--- config.mk ---
export PLATFORM = sky130hd
export DESIGN_NAME = host_bus_config_mac_regs
export DESIGN_NICKNAME = d
export VERILOG_FILES = /design/src/rtl/host_regs_pkg.sv /design/src/rtl/host_bus_config_mac_regs.sv
export SDC_FILE = /design/constraint.sdc
export NUM_CORES = 1
export LEC_CHECK = 0
export ABC_AREA = 1
export BUFFER_PORTS_ARGS = -buffer_cell sky130_fd_sc_hd__buf_2
export CAP_MARGIN = 20
export CORE_MARGIN = 3
export CORE_UTILIZATION = 30
export CTS_BUF_LIST = sky130_fd_sc_hd__clkbuf_8
export DETAILED_ROUTE_END_ITERATION = 6
export PLACE_DENSITY_LB_ADDON = 0.25
export SLEW_MARGIN = 20
export SYNTH_ARGS = -nofsm -noshare
export SYNTH_HDL_FRONTEND = slang
export SYNTH_SLANG_ARGS = --single-unit
--- constraint.sdc ---
create_clock -name ref_clk -period 1.6 [get_ports ref_clk]
set_input_delay 0.32 -clock ref_clk [delete_from_list [all_inputs] [get_ports ref_clk]]
set_output_delay 0.32 -clock ref_clk [all_outputs]
set_load 0.01 [all_outputs]
--- src/rtl/host_regs_pkg.sv ---
// Purpose: Shared constants and carriers for the host config/address register group
// Assumes: 16-bit register words addressed by byte offset
// Notes:   Offsets are byte addresses of the low byte of each word
package host_regs_pkg;

  localparam int unsigned ADDR_W = 8;
  localparam int unsigned DATA_W = 16;

  // Register offsets
  localparam logic [7:0] OFF_BUS_ERROR_STATUS   = 8'h06;
  localparam logic [7:0] OFF_CHIP_CONFIGURATION = 8'h08;
  localparam logic [7:0] OFF_STATION_ADDR_LOW   = 8'h10;
  localparam logic [7:0] OFF_STATION_ADDR_MID   = 8'h12;
  localparam logic [7:0] OFF_STATION_ADDR_HIGH  = 8'h14;

  // Bus error status fields
  localparam int unsigned LANE_FLAG_BIT = 15;
  localparam int unsigned LANE_PAT_LSB  = 11;

  // Chip configuration fields
  localparam int unsigned CFG_ENDIAN_BIT = 10;
  localparam int unsigned CFG_PROM_BIT   = 9;
  localparam int unsigned CFG_BUS8_BIT   = 7;
  localparam int unsigned CFG_BUS16_BIT  = 6;
  localparam int unsigned CFG_BUS32_BIT  = 5;
  localparam int unsigned CFG_PKG128_BIT = 3;

  // Prom words holding the station address
  localparam logic [7:0] PROM_WORD_ADDR_LOW  = 8'h01;
  localparam logic [7:0] PROM_WORD_ADDR_MID  = 8'h02;
  localparam logic [7:0] PROM_WORD_ADDR_HIGH = 8'h03;
  // Prom word 0 carries bus width options in bits 1:0 (bit1 = 8-bit, bit0 = 16-bit)
  localparam logic [7:0] PROM_WORD_CONFIG    = 8'h00;

  // Reset values
  localparam logic [15:0] RST_WORD    = 16'h0000;
  localparam logic [3:0]  RST_PATTERN = 4'h0;

  typedef enum logic [2:0] {
    LD_IDLE,
    LD_CFG,
    LD_LOW,
    LD_MID,
    LD_HIGH,
    LD_DONE
  } load_state_t;

  // Host access carrier
  typedef struct packed {
    logic        rd;
    logic        wr;
    logic [7:0]  addr;
    logic [3:0]  lane_en;
    logic [15:0] wdata;
  } host_req_t;

  // Prom word read carrier
  typedef struct packed {
    logic        req;
    logic [7:0]  word;
  } prom_req_t;

  typedef struct packed {
    logic        sync1_endian;
    logic        sync2_endian;
    logic        sync1_prom;
    logic        sync2_prom;
    logic        sync1_sdi;
    logic        sync2_sdi;
    logic        straps_taken;
    load_state_t ld_state;
    logic        prom_req;
    logic [7:0]  prom_word;
    logic        lane_flag;
    logic [3:0]  lane_pattern;
    logic        cfg_endian;
    logic        cfg_prom;
    logic        cfg_bus8;
    logic        cfg_bus16;
    logic [15:0] addr_low;
    logic [15:0] addr_mid;
    logic [15:0] addr_high;
    logic [15:0] rdata;
    logic        rvalid;
    logic        load_done;
  } regs_state_t;

endpackage

--- src/rtl/host_bus_config_mac_regs.sv ---
// Purpose: Bus error status, chip configuration and station address registers
// Assumes: Host access is a one-cycle rd/wr strobe on ref_clk; prom reader answers words
// Notes:   Straps are synchronised and taken once, right after reset release
//
// How it works
// - Illegal lane combination sets flag bit 15; host clears it by writing one.
// - Offending lane pattern stored in bits 14..11, lane 3 highest.
// - Pattern field is meaningful only while the flag is set.
// - Serial clock strap latched into config bit 10 at reset: endian select.
// - Prom enable strap latched into config bit 9 at reset: prom fitted.
// - Config bit 7, 8-bit bus, from prom or serial data strap.
// - Config bit 6, 16-bit bus, from prom or serial data strap.
// - Config bit 5 is one on the 32-bit bus variant.
// - Config bit 3 is one in the large package; read-only.
// - With prom fitted, station address loads from prom words from 0x1.
// - Word 1 to low, word 2 to middle, word 3 to high register.
// - Station address registers are 16-bit read/write, low word least significant.
// - Host writes change register copies only, never the prom.
`timescale 1ns/1ps

module host_bus_config_mac_regs
  import host_regs_pkg::*;
#(
  parameter bit BUS32_VARIANT  = 1'b0,
  parameter bit LARGE_PACKAGE  = 1'b1
) (
  // Clock and reset
  input  wire logic        ref_clk,
  input  wire logic        rst,
  // Strap pins
  input  wire logic        serial_clock_strap,
  input  wire logic        prom_enable_strap,
  input  wire logic        serial_data_in_strap,
  // Host access
  input  wire host_req_t   host_req,
  output logic [15:0]      host_rdata,
  output logic             host_rvalid,
  // Prom word reader
  output logic             prom_req,
  output logic [7:0]       prom_word,
  input  wire logic        prom_ack,
  input  wire logic [15:0] prom_data,
  // Status
  output logic             load_done
);

  // Whole block state, registered as one word
  regs_state_t state_reg;
  regs_state_t state_next;

  // Legal lane sets: single byte, aligned halfword, full word
  function automatic logic lanes_legal(input logic [3:0] en);
    case (en)
      4'h1, 4'h2, 4'h4, 4'h8, 4'h3, 4'hC, 4'hF: lanes_legal = 1'b1;
      default:                                    lanes_legal = 1'b0;
    endcase
  endfunction

  // Word match; address bit 0 only picks a byte lane
  function automatic logic hit(input logic [7:0] a, input logic [7:0] off);
    hit = (a[7:1] == off[7:1]);
  endfunction

  // Read views of the two status words
  logic [15:0] bus_error_status_view;
  logic [15:0] ccr_view;
  logic        acc;

  always_comb begin
    state_next = state_reg;
    acc        = host_req.rd | host_req.wr;

    // Strap synchronisers
    state_next.sync1_endian = serial_clock_strap;
    state_next.sync2_endian = state_reg.sync1_endian;
    state_next.sync1_prom   = prom_enable_strap;
    state_next.sync2_prom   = state_reg.sync1_prom;
    state_next.sync1_sdi    = serial_data_in_strap;
    state_next.sync2_sdi    = state_reg.sync1_sdi;

    // Reserved bits read zero and writes to them are dropped
    bus_error_status_view = RST_WORD;
    bus_error_status_view[LANE_FLAG_BIT] = state_reg.lane_flag;
    // Pattern shown only with flag set
    bus_error_status_view[LANE_PAT_LSB +: 4] = state_reg.lane_flag ? state_reg.lane_pattern : RST_PATTERN;

    ccr_view = RST_WORD;
    ccr_view[CFG_ENDIAN_BIT] = state_reg.cfg_endian;
    ccr_view[CFG_PROM_BIT]   = state_reg.cfg_prom;
    ccr_view[CFG_BUS8_BIT]   = state_reg.cfg_bus8;
    ccr_view[CFG_BUS16_BIT]  = state_reg.cfg_bus16;
    ccr_view[CFG_BUS32_BIT]  = BUS32_VARIANT;
    ccr_view[CFG_PKG128_BIT] = LARGE_PACKAGE;

    // Strap capture one time after reset, once synchronised
    if (!state_reg.straps_taken && state_reg.ld_state == LD_IDLE) begin
      state_next.straps_taken = 1'b1;
      state_next.cfg_endian   = state_reg.sync2_endian;
      state_next.cfg_prom     = state_reg.sync2_prom;
      state_next.cfg_bus8     = state_reg.sync2_sdi;
      state_next.cfg_bus16    = state_reg.sync2_sdi;
      state_next.ld_state     = state_reg.sync2_prom ? LD_CFG : LD_DONE;
      state_next.prom_req     = state_reg.sync2_prom;
      state_next.prom_word    = PROM_WORD_CONFIG;
    end

    // Prom load sequence; prom is only read, never written
    case (state_reg.ld_state)
      LD_IDLE: begin
        // Waiting for the strap capture above
      end
      LD_CFG: begin
        if (prom_ack) begin
          state_next.cfg_bus8  = prom_data[1];
          state_next.cfg_bus16 = prom_data[0];
          state_next.prom_word = PROM_WORD_ADDR_LOW;
          state_next.ld_state  = LD_LOW;
        end
      end
      LD_LOW: begin
        if (prom_ack) begin
          state_next.addr_low  = prom_data;
          state_next.prom_word = PROM_WORD_ADDR_MID;
          state_next.ld_state  = LD_MID;
        end
      end
      LD_MID: begin
        if (prom_ack) begin
          state_next.addr_mid  = prom_data;
          state_next.prom_word = PROM_WORD_ADDR_HIGH;
          state_next.ld_state  = LD_HIGH;
        end
      end
      LD_HIGH: begin
        if (prom_ack) begin
          state_next.addr_high = prom_data;
          state_next.prom_req  = 1'b0;
          state_next.ld_state  = LD_DONE;
        end
      end
      LD_DONE: begin
        // Held until the next reset
        state_next.load_done = 1'b1;
      end
      default: begin
        state_next.ld_state = LD_DONE;
      end
    endcase

    // Host writes
    state_next.rvalid = 1'b0;
    // Configuration word takes no writes
    if (host_req.wr) begin
      if (hit(host_req.addr, OFF_BUS_ERROR_STATUS) && host_req.wdata[LANE_FLAG_BIT]) begin
        state_next.lane_flag = 1'b0;
      end
      // Copies only; prom untouched
      if (hit(host_req.addr, OFF_STATION_ADDR_LOW)) begin
        state_next.addr_low = host_req.wdata;
      end
      if (hit(host_req.addr, OFF_STATION_ADDR_MID)) begin
        state_next.addr_mid = host_req.wdata;
      end
      if (hit(host_req.addr, OFF_STATION_ADDR_HIGH)) begin
        state_next.addr_high = host_req.wdata;
      end
    end

    // Illegal lanes: set wins over clear; pattern frozen while flagged
    if (acc && !lanes_legal(host_req.lane_en)) begin
      state_next.lane_flag = 1'b1;
      if (!state_reg.lane_flag) begin
        state_next.lane_pattern = host_req.lane_en;
      end
    end

    // Host reads, answered one cycle later
    if (host_req.rd) begin
      state_next.rvalid = 1'b1;
      if (hit(host_req.addr, OFF_BUS_ERROR_STATUS)) begin
        state_next.rdata = bus_error_status_view;
      end else if (hit(host_req.addr, OFF_CHIP_CONFIGURATION)) begin
        state_next.rdata = ccr_view;
      end else if (hit(host_req.addr, OFF_STATION_ADDR_LOW)) begin
        state_next.rdata = state_reg.addr_low;
      end else if (hit(host_req.addr, OFF_STATION_ADDR_MID)) begin
        state_next.rdata = state_reg.addr_mid;
      end else if (hit(host_req.addr, OFF_STATION_ADDR_HIGH)) begin
        state_next.rdata = state_reg.addr_high;
      end else begin
        state_next.rdata = RST_WORD;
      end
    end
  end

  always_ff @(posedge ref_clk) begin
    if (rst) begin
      state_reg              <= '0;
      state_reg.ld_state     <= LD_IDLE;
      // Synchronisers keep running so straps are settled at release
      state_reg.sync1_endian <= serial_clock_strap;
      state_reg.sync2_endian <= state_reg.sync1_endian;
      state_reg.sync1_prom   <= prom_enable_strap;
      state_reg.sync2_prom   <= state_reg.sync1_prom;
      state_reg.sync1_sdi    <= serial_data_in_strap;
      state_reg.sync2_sdi    <= state_reg.sync1_sdi;
    end else begin
      state_reg <= state_next;
    end
  end

  // Outputs straight from the state register
  assign host_rdata  = state_reg.rdata;
  assign host_rvalid = state_reg.rvalid;
  assign prom_req    = state_reg.prom_req;
  assign prom_word   = state_reg.prom_word;
  assign load_done   = state_reg.load_done;

endmodule

Yosys cells after proc, flatten, opt, wreduce, memory -nomap -nowiden. Cells that the tools add are included. Widths: inputs -> output; s select.

Flip-flop bits (word level): 94. Output and inout bits: 27.

Equality and inequality tests: 17. Multiplexer cells: 37. Bitwise gates (word level): 2. Reduce and logical (&&, ||, !) cells: 12.

Operators with widths (count): $mux 16 (14); $mux 48 (1); $mux 8 (3); $pmux 8 s3 (1); $eq 7x4->1 const B (3); $pmux 3 s5 (1); $eq 4x4->1 const B (3); $mux 12 (1); $mux 3 (4); $mux 4 (3); $eq 4x2->1 const B (2); $eq 7x2->1 const B (1); $eq 7x3->1 const B (1); $reduce_or 7->1 (1); $eq 3x2->1 const B (2); $eq 3x3->1 const B (2); $mux 2 (3); $mux 1 (5); $mux 5 (1); $eq 4x1->1 const B (1); $eq 4x3->1 const B (1); $reduce_and 2->1 (2); $reduce_bool 2->1 (2); $eq 3x1->1 const B (1); 6 further kinds (9).

Longest topological paths before layout. Gate-level depths: netlist of run 1.

Depth after elaboration: 7. Depth in mapped cells: 10. Depth with buffers taken out: 9.

Worst setup path before layout of run 1. No wires, ideal clock.

Path type: input-to-reg. Start point: input host_req[26] in the netlist's numbering. End point: register state_reg[29] in the netlist's numbering. Data arrival time: 1.168 ns. Data required time: 1.472 ns. Slack: 0.303 ns. Stages: 7. Path buffers: 1. Path through: nor2_1 > nand2_1 > nor2_4 > nand2_1 > clkbuf_1 > o21ai_0 > a21oi_1.

Longest elaborated chain between the ends: 3.

Ends and longest elaborated chain: start: declaration (line host_bus_config_mac_regs.sv:35) `input wire host_req_t host_req,`; $eq 7x4->1 (line host_bus_config_mac_regs.sv:61) `hit = (a[7:1] == off[7:1]);`; $mux 16 (line host_bus_config_mac_regs.sv:164) `if (hit(host_req.addr, OFF_STATION_ADDR_HIGH)) begin`; $mux 48 (line host_bus_config_mac_regs.sv:153) `if (host_req.wr) begin`; end signal: assignment (line host_bus_config_mac_regs.sv:208) `state_reg <= state_next;`; end: declaration (line host_bus_config_mac_regs.sv:48) `regs_state_t state_reg;`.

No other way between the ends. A chain may end at the register's enable or synchronous reset.

Worst setup path after layout of run 1.
Start point: register state_reg[85] in the netlist's numbering. End point: register state_reg[49] in the netlist's numbering.

Longest elaborated chain between the ends: 4.

Ends and longest elaborated chain: $eq 3x2->1 (*) (line host_bus_config_mac_regs.sv:108) `case (state_reg.ld_state)`; $mux 16 (*) (line host_bus_config_mac_regs.sv:108); $mux 16 (line host_bus_config_mac_regs.sv:161) `if (hit(host_req.addr, OFF_STATION_ADDR_MID)) begin`; $mux 48 (*) (line host_bus_config_mac_regs.sv:153).

Mark *: on every way between the ends. The rest lies on a longest branch, timed or not.

==> results of run 1 <==
[Yosys cell counts]
library cell	count	area, um2
a211oi_1	1	7.51
a21oi_1	67	335
a31oi_1	3	18.8
buf_1	1	3.75
buf_2	14	70.1
buf_4	28	210
buf_6	2	22.5
clkbuf_1	14	52.6
clkinv_1	1	3.75
dfxtp_1	94	1880
inv_1	61	229
inv_2	6	22.5
nand2_1	162	608
nand2_2	4	25.0
nand3_1	27	135
nand3_2	1	10.0
nand4_1	6	37.5
nor2_1	41	154
nor2_2	2	12.5
nor2_4	5	56.3
nor3_1	7	35.0
o211ai_1	1	7.51
o21a_1	2	15.0
o21ai_0	49	245
o21ai_1	62	310
o31ai_1	2	15.0
[metal layers]
| metal | vias to the layer above | wire length (um) | track usage (%) |
|---|---|---|---|
| met1 | 1829 | 6050 | 20.3 |
| met3 | 10 | 574 | 3.99 |
| met5 | - | 0 | 0 |
| met2 | 88 | 5630 | 24.4 |
| met4 | 0 | 114 | 4.26 |
| li1 | 2248 | - | - |
[logic make-up (layout without fill, tap and decap cells)]
family / count (synthesis) / count (layout)
flops: 94 / 94
buf+inv: 127 / 190
simple gates: 255 / 255
compound gates: 187 / 187
[timing repair]
action,in CTS,in global routing
setup buffers,0,0
endpoints found under the setup margin,0,20
hold endpoints to repair,0,0
gates resized for setup,0,2
[layout make-up]
class,instances,area (um2)
Fill cell,1627,9290
Multi-Input combinational cell,442,2040
Sequential cell,94,1880
Timing Repair Buffer,106,766
Inverter,68,255
Tap cell,184,230
Clock buffer,12,165
Clock inverter,4,21.3
[cells in the final DEF (no fill, tap or decap), drive strengths merged]
master	count
dfxtp	94
o21ai	111
o21a	2
o31ai	2
nand4	6
nor2	48
o211ai	1
a211oi	1
inv	68
nor3	7
nand3	28
buf	106
clkbuf	12
nand2	166
a31oi	3
clkinvlp	1
a21oi	67
clkinv	3
[through the flow]
stage / power [mW] / area [um2] / hold slack, ns / TNS (ns)
2_1_floorplan: 3.58 / 4520 / 0.310 / 0
3_3_place_gp: 4.08 / 5160 / 0.312 / 0
3_5_place_dp: 4.09 / 5160 / 0.317 / 0
4_1_cts: 5.62 / 5350 / 0.0140 / 0
5_1_grt: 5.91 / 5360 / 0.0182 / -0.00627
6_report: 5.55 / 5360 / 0.0419 / 0
[worst min-delay path by stage]
stage                           endpoint  slack, ns
final                     state_next[88]       0.04
after floorplan            state_reg[88]       0.31
after global placement     state_reg[92]       0.31
after detailed placement   state_reg[92]       0.32
after global routing      state_next[88]       0.02
after CTS                 state_next[88]       0.01
[power by group]
group	total, mW	internal (mW)	switching, mW
Combinational	1.31	0.542	0.768
Clock	1.51	0.682	0.827
Sequential	2.73	2.58	0.153
Total	5.55	3.81	1.75
==> flow_metrics.tcl, run 1 <==
set metrics [dict create \
    n_antenna_cell 0 \
    max_stage_delay_ns 0.43 \
    crit_cells 7 \
    placedCellCount 894 \
    setup_viol 0 \
    hpwl_um 8460 \
    routed_via_density 4.59 \
    cts.clk_slew.worst_paths_ns 0.09 \
    path_delay_family "flip-flops" \
    synth_top_family_by_area "simple AND/OR/NAND/NOR gates" \
    ys_ff_latch 94 \
    clock-root-buffer "clkbuf_8" \
    stdcell_count 910 \
    synth-compound-area-share_pct 21.1 \
    yosysWarnings 0 \
    grt_pass1_wl_um 19700 \
    grt_max_degree 61 \
    outcome "completed" \
    cp-endpoint "state_reg[49]" \
    clk_latency_ns 0.38 \
    syn-cell-area_um2 4520 \
    path_cells "buf_4 -> inv_2 -> nor2_4 -> nand3_2 -> buf_12 -> a211oi_1 -> nor2_1" \
    synthDistinctLibCells 26 \
    ys_seq_area_share_pct 41.6 \
    post-route-period-util_pct 93.0 \
    die_w_um 129 \
    syn-num-nets 715 \
    syn_area_per_cell_um2 6.82 \
    fin_crit_ns 1.49 \
    drt-total-wl_um 12400 \
    slew_headroom_pct 80.0 \
    synth-xor-area-share_pct 0 \
    antenna_found_initial 0 \
    cp_slowest_cell "dfxtp_1" \
    fmax_mhz 672 \
    clock_sinks 94 \
    wire_per_inst_um 13.6 \
    hold_viol 0 \
    min_path_type "in2reg" \
    syn_to_final_growth_pct 18.4 \
    skew_ns 0.00538 \
    num_io_pins 79 \
    synth_cells 663 \
    row_count 44 \
    dieHeight_um 129 \
    numCtsBuffers 9 \
    leakage_nw 2.41 \
    drc 0 \
    vias 4175 \
    drt_iter0_drc 273 \
    antenna_left 0 \
    grt_pass1_vias 3799 \
    startpoint "state_reg[85]" \
    clock_path_buffers 2 \
    drv_slew 0 \
    drive_gt1_share_pct 19.4 \
    core_area_um2 14600 \
    dp_slack_ns 0.0190 \
    vdd_drop_max_mv 0.400 \
    grt_overflow_total 0 \
    hold_start "serial_data_in_strap" \
    dieArea_um2 16600 \
    start_util_pct 30.9 \
    synth_fa_ha_area_share_pct 0 \
    synthMuxAreaShare_pct 0 \
    drt_first_pass_iters 5 \
    utilization_pct 36.6 \
    holdPathStages 1 \
    rr_worst_depth 7 \
    postCtsHoldBufs 0 \
    r2r_end "state_reg[49]" \
    maxCapViolCount 0 \
    power_density_nw_per_um2 1040 \
    track_usage_pct 15.2 \
    gp_congestion 0.761 \
    reg2reg_slack_ns 0.11 \
    crit_fanout 32 \
    cts-htree-levels 3 \
    crit_path_end_kind "flop" \
    num-nets-final 773 \
    port_buffers 77 \
    cp.buffers_inverters 3 \
    start_kind "flop" \
    final.setup.worst_slack_ns 0.112 \
    cts_tree "yes" \
    rr_startpoint "state_reg[85]" \
    cp.required_ns 1.86 \
    worstPathArrival_ns 1.75 \
    critPathKind "reg2reg" \
    largest_register_ffs 59 \
    synth-simple-area-share_pct 23.7 \
    tightest_slew_ns 0.299 \
]
Note: power is estimated with default switching activity, not from simulation.
==> run 2, diff against run 1 <==
CORE_UTILIZATION = 48   (was 30)
CTS_BUF_LIST = default   (was sky130_fd_sc_hd__clkbuf_8)
==> run 2 against run 1 <==
Effect of this change: routed wire length shrank 9.7%; clock skew rose by 0.0030 ns; maximum frequency increased by 2.6%; utilization grew 20 points; largest power group unchanged; clock power shrank 5%; critical endpoint is now state_reg[30]; register-to-register slack improved by 0.04 ns; total power decreased by 4.3%; first-iteration DRC count increased by 6.6%.
==> flow_metrics.tcl, run 2 (synthesis gave the netlist of run 1 again) <==
set metrics [dict create \
    outcome "completed" \
    dieArea_um2 10600 \
    die_w_um 103 \
    stdcell_area_um2 5090 \
    dieHeight_um 103 \
    antenna_left 0 \
    grt_pass1_wl_um 18900 \
    setup_viol 0 \
    n_antenna_cell 0 \
    antenna_found_initial 0 \
    seqCellArea_um2 1880 \
    cts-htree-levels 3 \
    drt_first_pass_iters 5 \
    finalPower_mw 5.31 \
    fmax_mhz 690 \
    wire_per_inst_um 13.6 \
    num-nets-final 762 \
    row_count 34 \
    clkPwrFrac_pct 26.9 \
    maxCapViolCount 0 \
    syn_to_final_growth_pct 12.6 \
    dpl_cell_area_um2 4910 \
    core_area_um2 8930 \
    p_switching_mw 1.69 \
    start_kind "flop" \
    track_usage_pct 22.4 \
    post-route-period-util_pct 90.6 \
    dp_slack_ns 0.0274 \
    crit_path_end_kind "flop" \
    cts_tree "yes" \
    port_buffers 77 \
    num_io_pins 79 \
    tns_ns 0 \
    fin_crit_ns 1.45 \
    rr_worst_depth 7 \
    p_seq_share_pct 51.6 \
    worstPathArrival_ns 1.70 \
    drc 0 \
    cp.required_ns 1.84 \
    grt_overflow_total 0 \
    final_common_cell "nand2_1" \
    drv_slew 0 \
    holdPathStages 1 \
    final.setup.worst_slack_ns 0.150 \
    clock_path_buffers 2 \
    hold_viol 0 \
    clock_sinks 94 \
    numCtsBuffers 9 \
    whs_ns 0.0699 \
    slew_headroom_pct 75.0 \
    swShare_pct 31.8 \
    drive_gt1_share_pct 18.2 \
    power.internal_mw 3.63 \
    gp_congestion 0.887 \
    vias 4359 \
    grt_pass1_vias 4097 \
    critPathKind "reg2reg" \
    start_util_pct 50.6 \
    multi_input_area_um2 2030 \
    grt_max_degree 61 \
    power_density_nw_per_um2 1040 \
    min_path_type "in2reg" \
    hpwl_um 7810 \
    clock-root-buffer "clkbuf_8" \
    drt_iter0_drc 291 \
    cts.clk_slew.worst_paths_ns 0.09 \
    pwr-share-comb_pct 21.5 \
    vdd_drop_max_mv 0.547 \
    largest_register_ffs 59 \
    crit_fanout 15 \
    routed_via_density 5.30 \
    rsz0062_at_grt "no" \
    drt-total-wl_um 11200 \
    clk_latency_ns 0.35 \
    tightest_slew_ns 0.372 \
    final_cell_mix "162 x nand2_1, 93 x dfxtp_1, 77 x buf_2, 67 x a21oi_1, 62 x o21ai_1" \
    postCtsHoldBufs 0 \
    skew_ns 0.00834 \
    fill_cells 891 \
    leakage_nw 2.32 \
]
-- run 2: cell count changes in the layout (fill, tap and decap cells not counted), moves of 2 or more --
cell / previous run / this run
buf_12: 13 / 7
buf_4: 16 / 10
clkbuf_1: 0 / 2
clkbuf_8: 12 / 10
clkinv_2: 2 / 0
clkinvlp_4: 1 / 3
-- run 2: layer usage --
layer,global-route usage [%],vias up,wire length [um]
li1,-,2210,-
met1,28.2,1985,4830
met2,39.0,145,5450
met3,4.40,19,699
met4,6.47,0,189
met5,0,-,0
-- run 2: stage by stage --
stage	std cells	util (%)
floorplan	663	-
global placement	807	54.9
detailed placement	807	54.9
CTS	823	56.9
global route	823	57.0
finish	823	57.0
-- run 2: area by class of cell --
cell class,instances,area share (%)
multi-input cells,442,39.9
flip-flops and latches,94,37.0
repair buffers,95,12.0
inverters,68,5.01
clock buffers,12,2.85
well taps,108,2.65
clock inverters,4,0.614
-- run 2: power groups by stage --
stage | Combinational [mW] | Clock [mW] | Sequential (mW)
5_1_grt | 1.30 | 1.57 | 2.78
6_report | 1.14 | 1.43 | 2.74
3_3_place_gp | 1.09 | 0 | 2.78
2_1_floorplan | 0.841 | 0 | 2.74
3_5_place_dp | 1.13 | 0 | 2.79
4_1_cts | 1.13 | 1.47 | 2.74
-- run 2: path summary, 6_finish.rpt --
check | startpoint | endpoint | slack (ns)
worst max-delay path | state_reg[85] | state_reg[30] | 0.15
worst min-delay path | serial_clock_strap | state_next[92] | 0.07
worst max register to register | state_reg[85] | state_reg[30] | 0.15
worst min register to register | state_next[90] | state_reg[90] | 0.33
-- run 2: what timing repair did --
item                                    4_1_cts  5_1_grt
buffers inserted                              0        0
endpoints found under the setup margin        0       15
resized for setup                             0        4
-- run 2: critical path, cell delays in order, from the launching register on --
cell,delay (ns)
dfxtp_1,0.39
nor2_2,0.20
nand2_1,0.10
nor2_2,0.18
buf_4,0.24
nand2_1,0.06
o21ai_0,0.08
a21oi_1,0.08
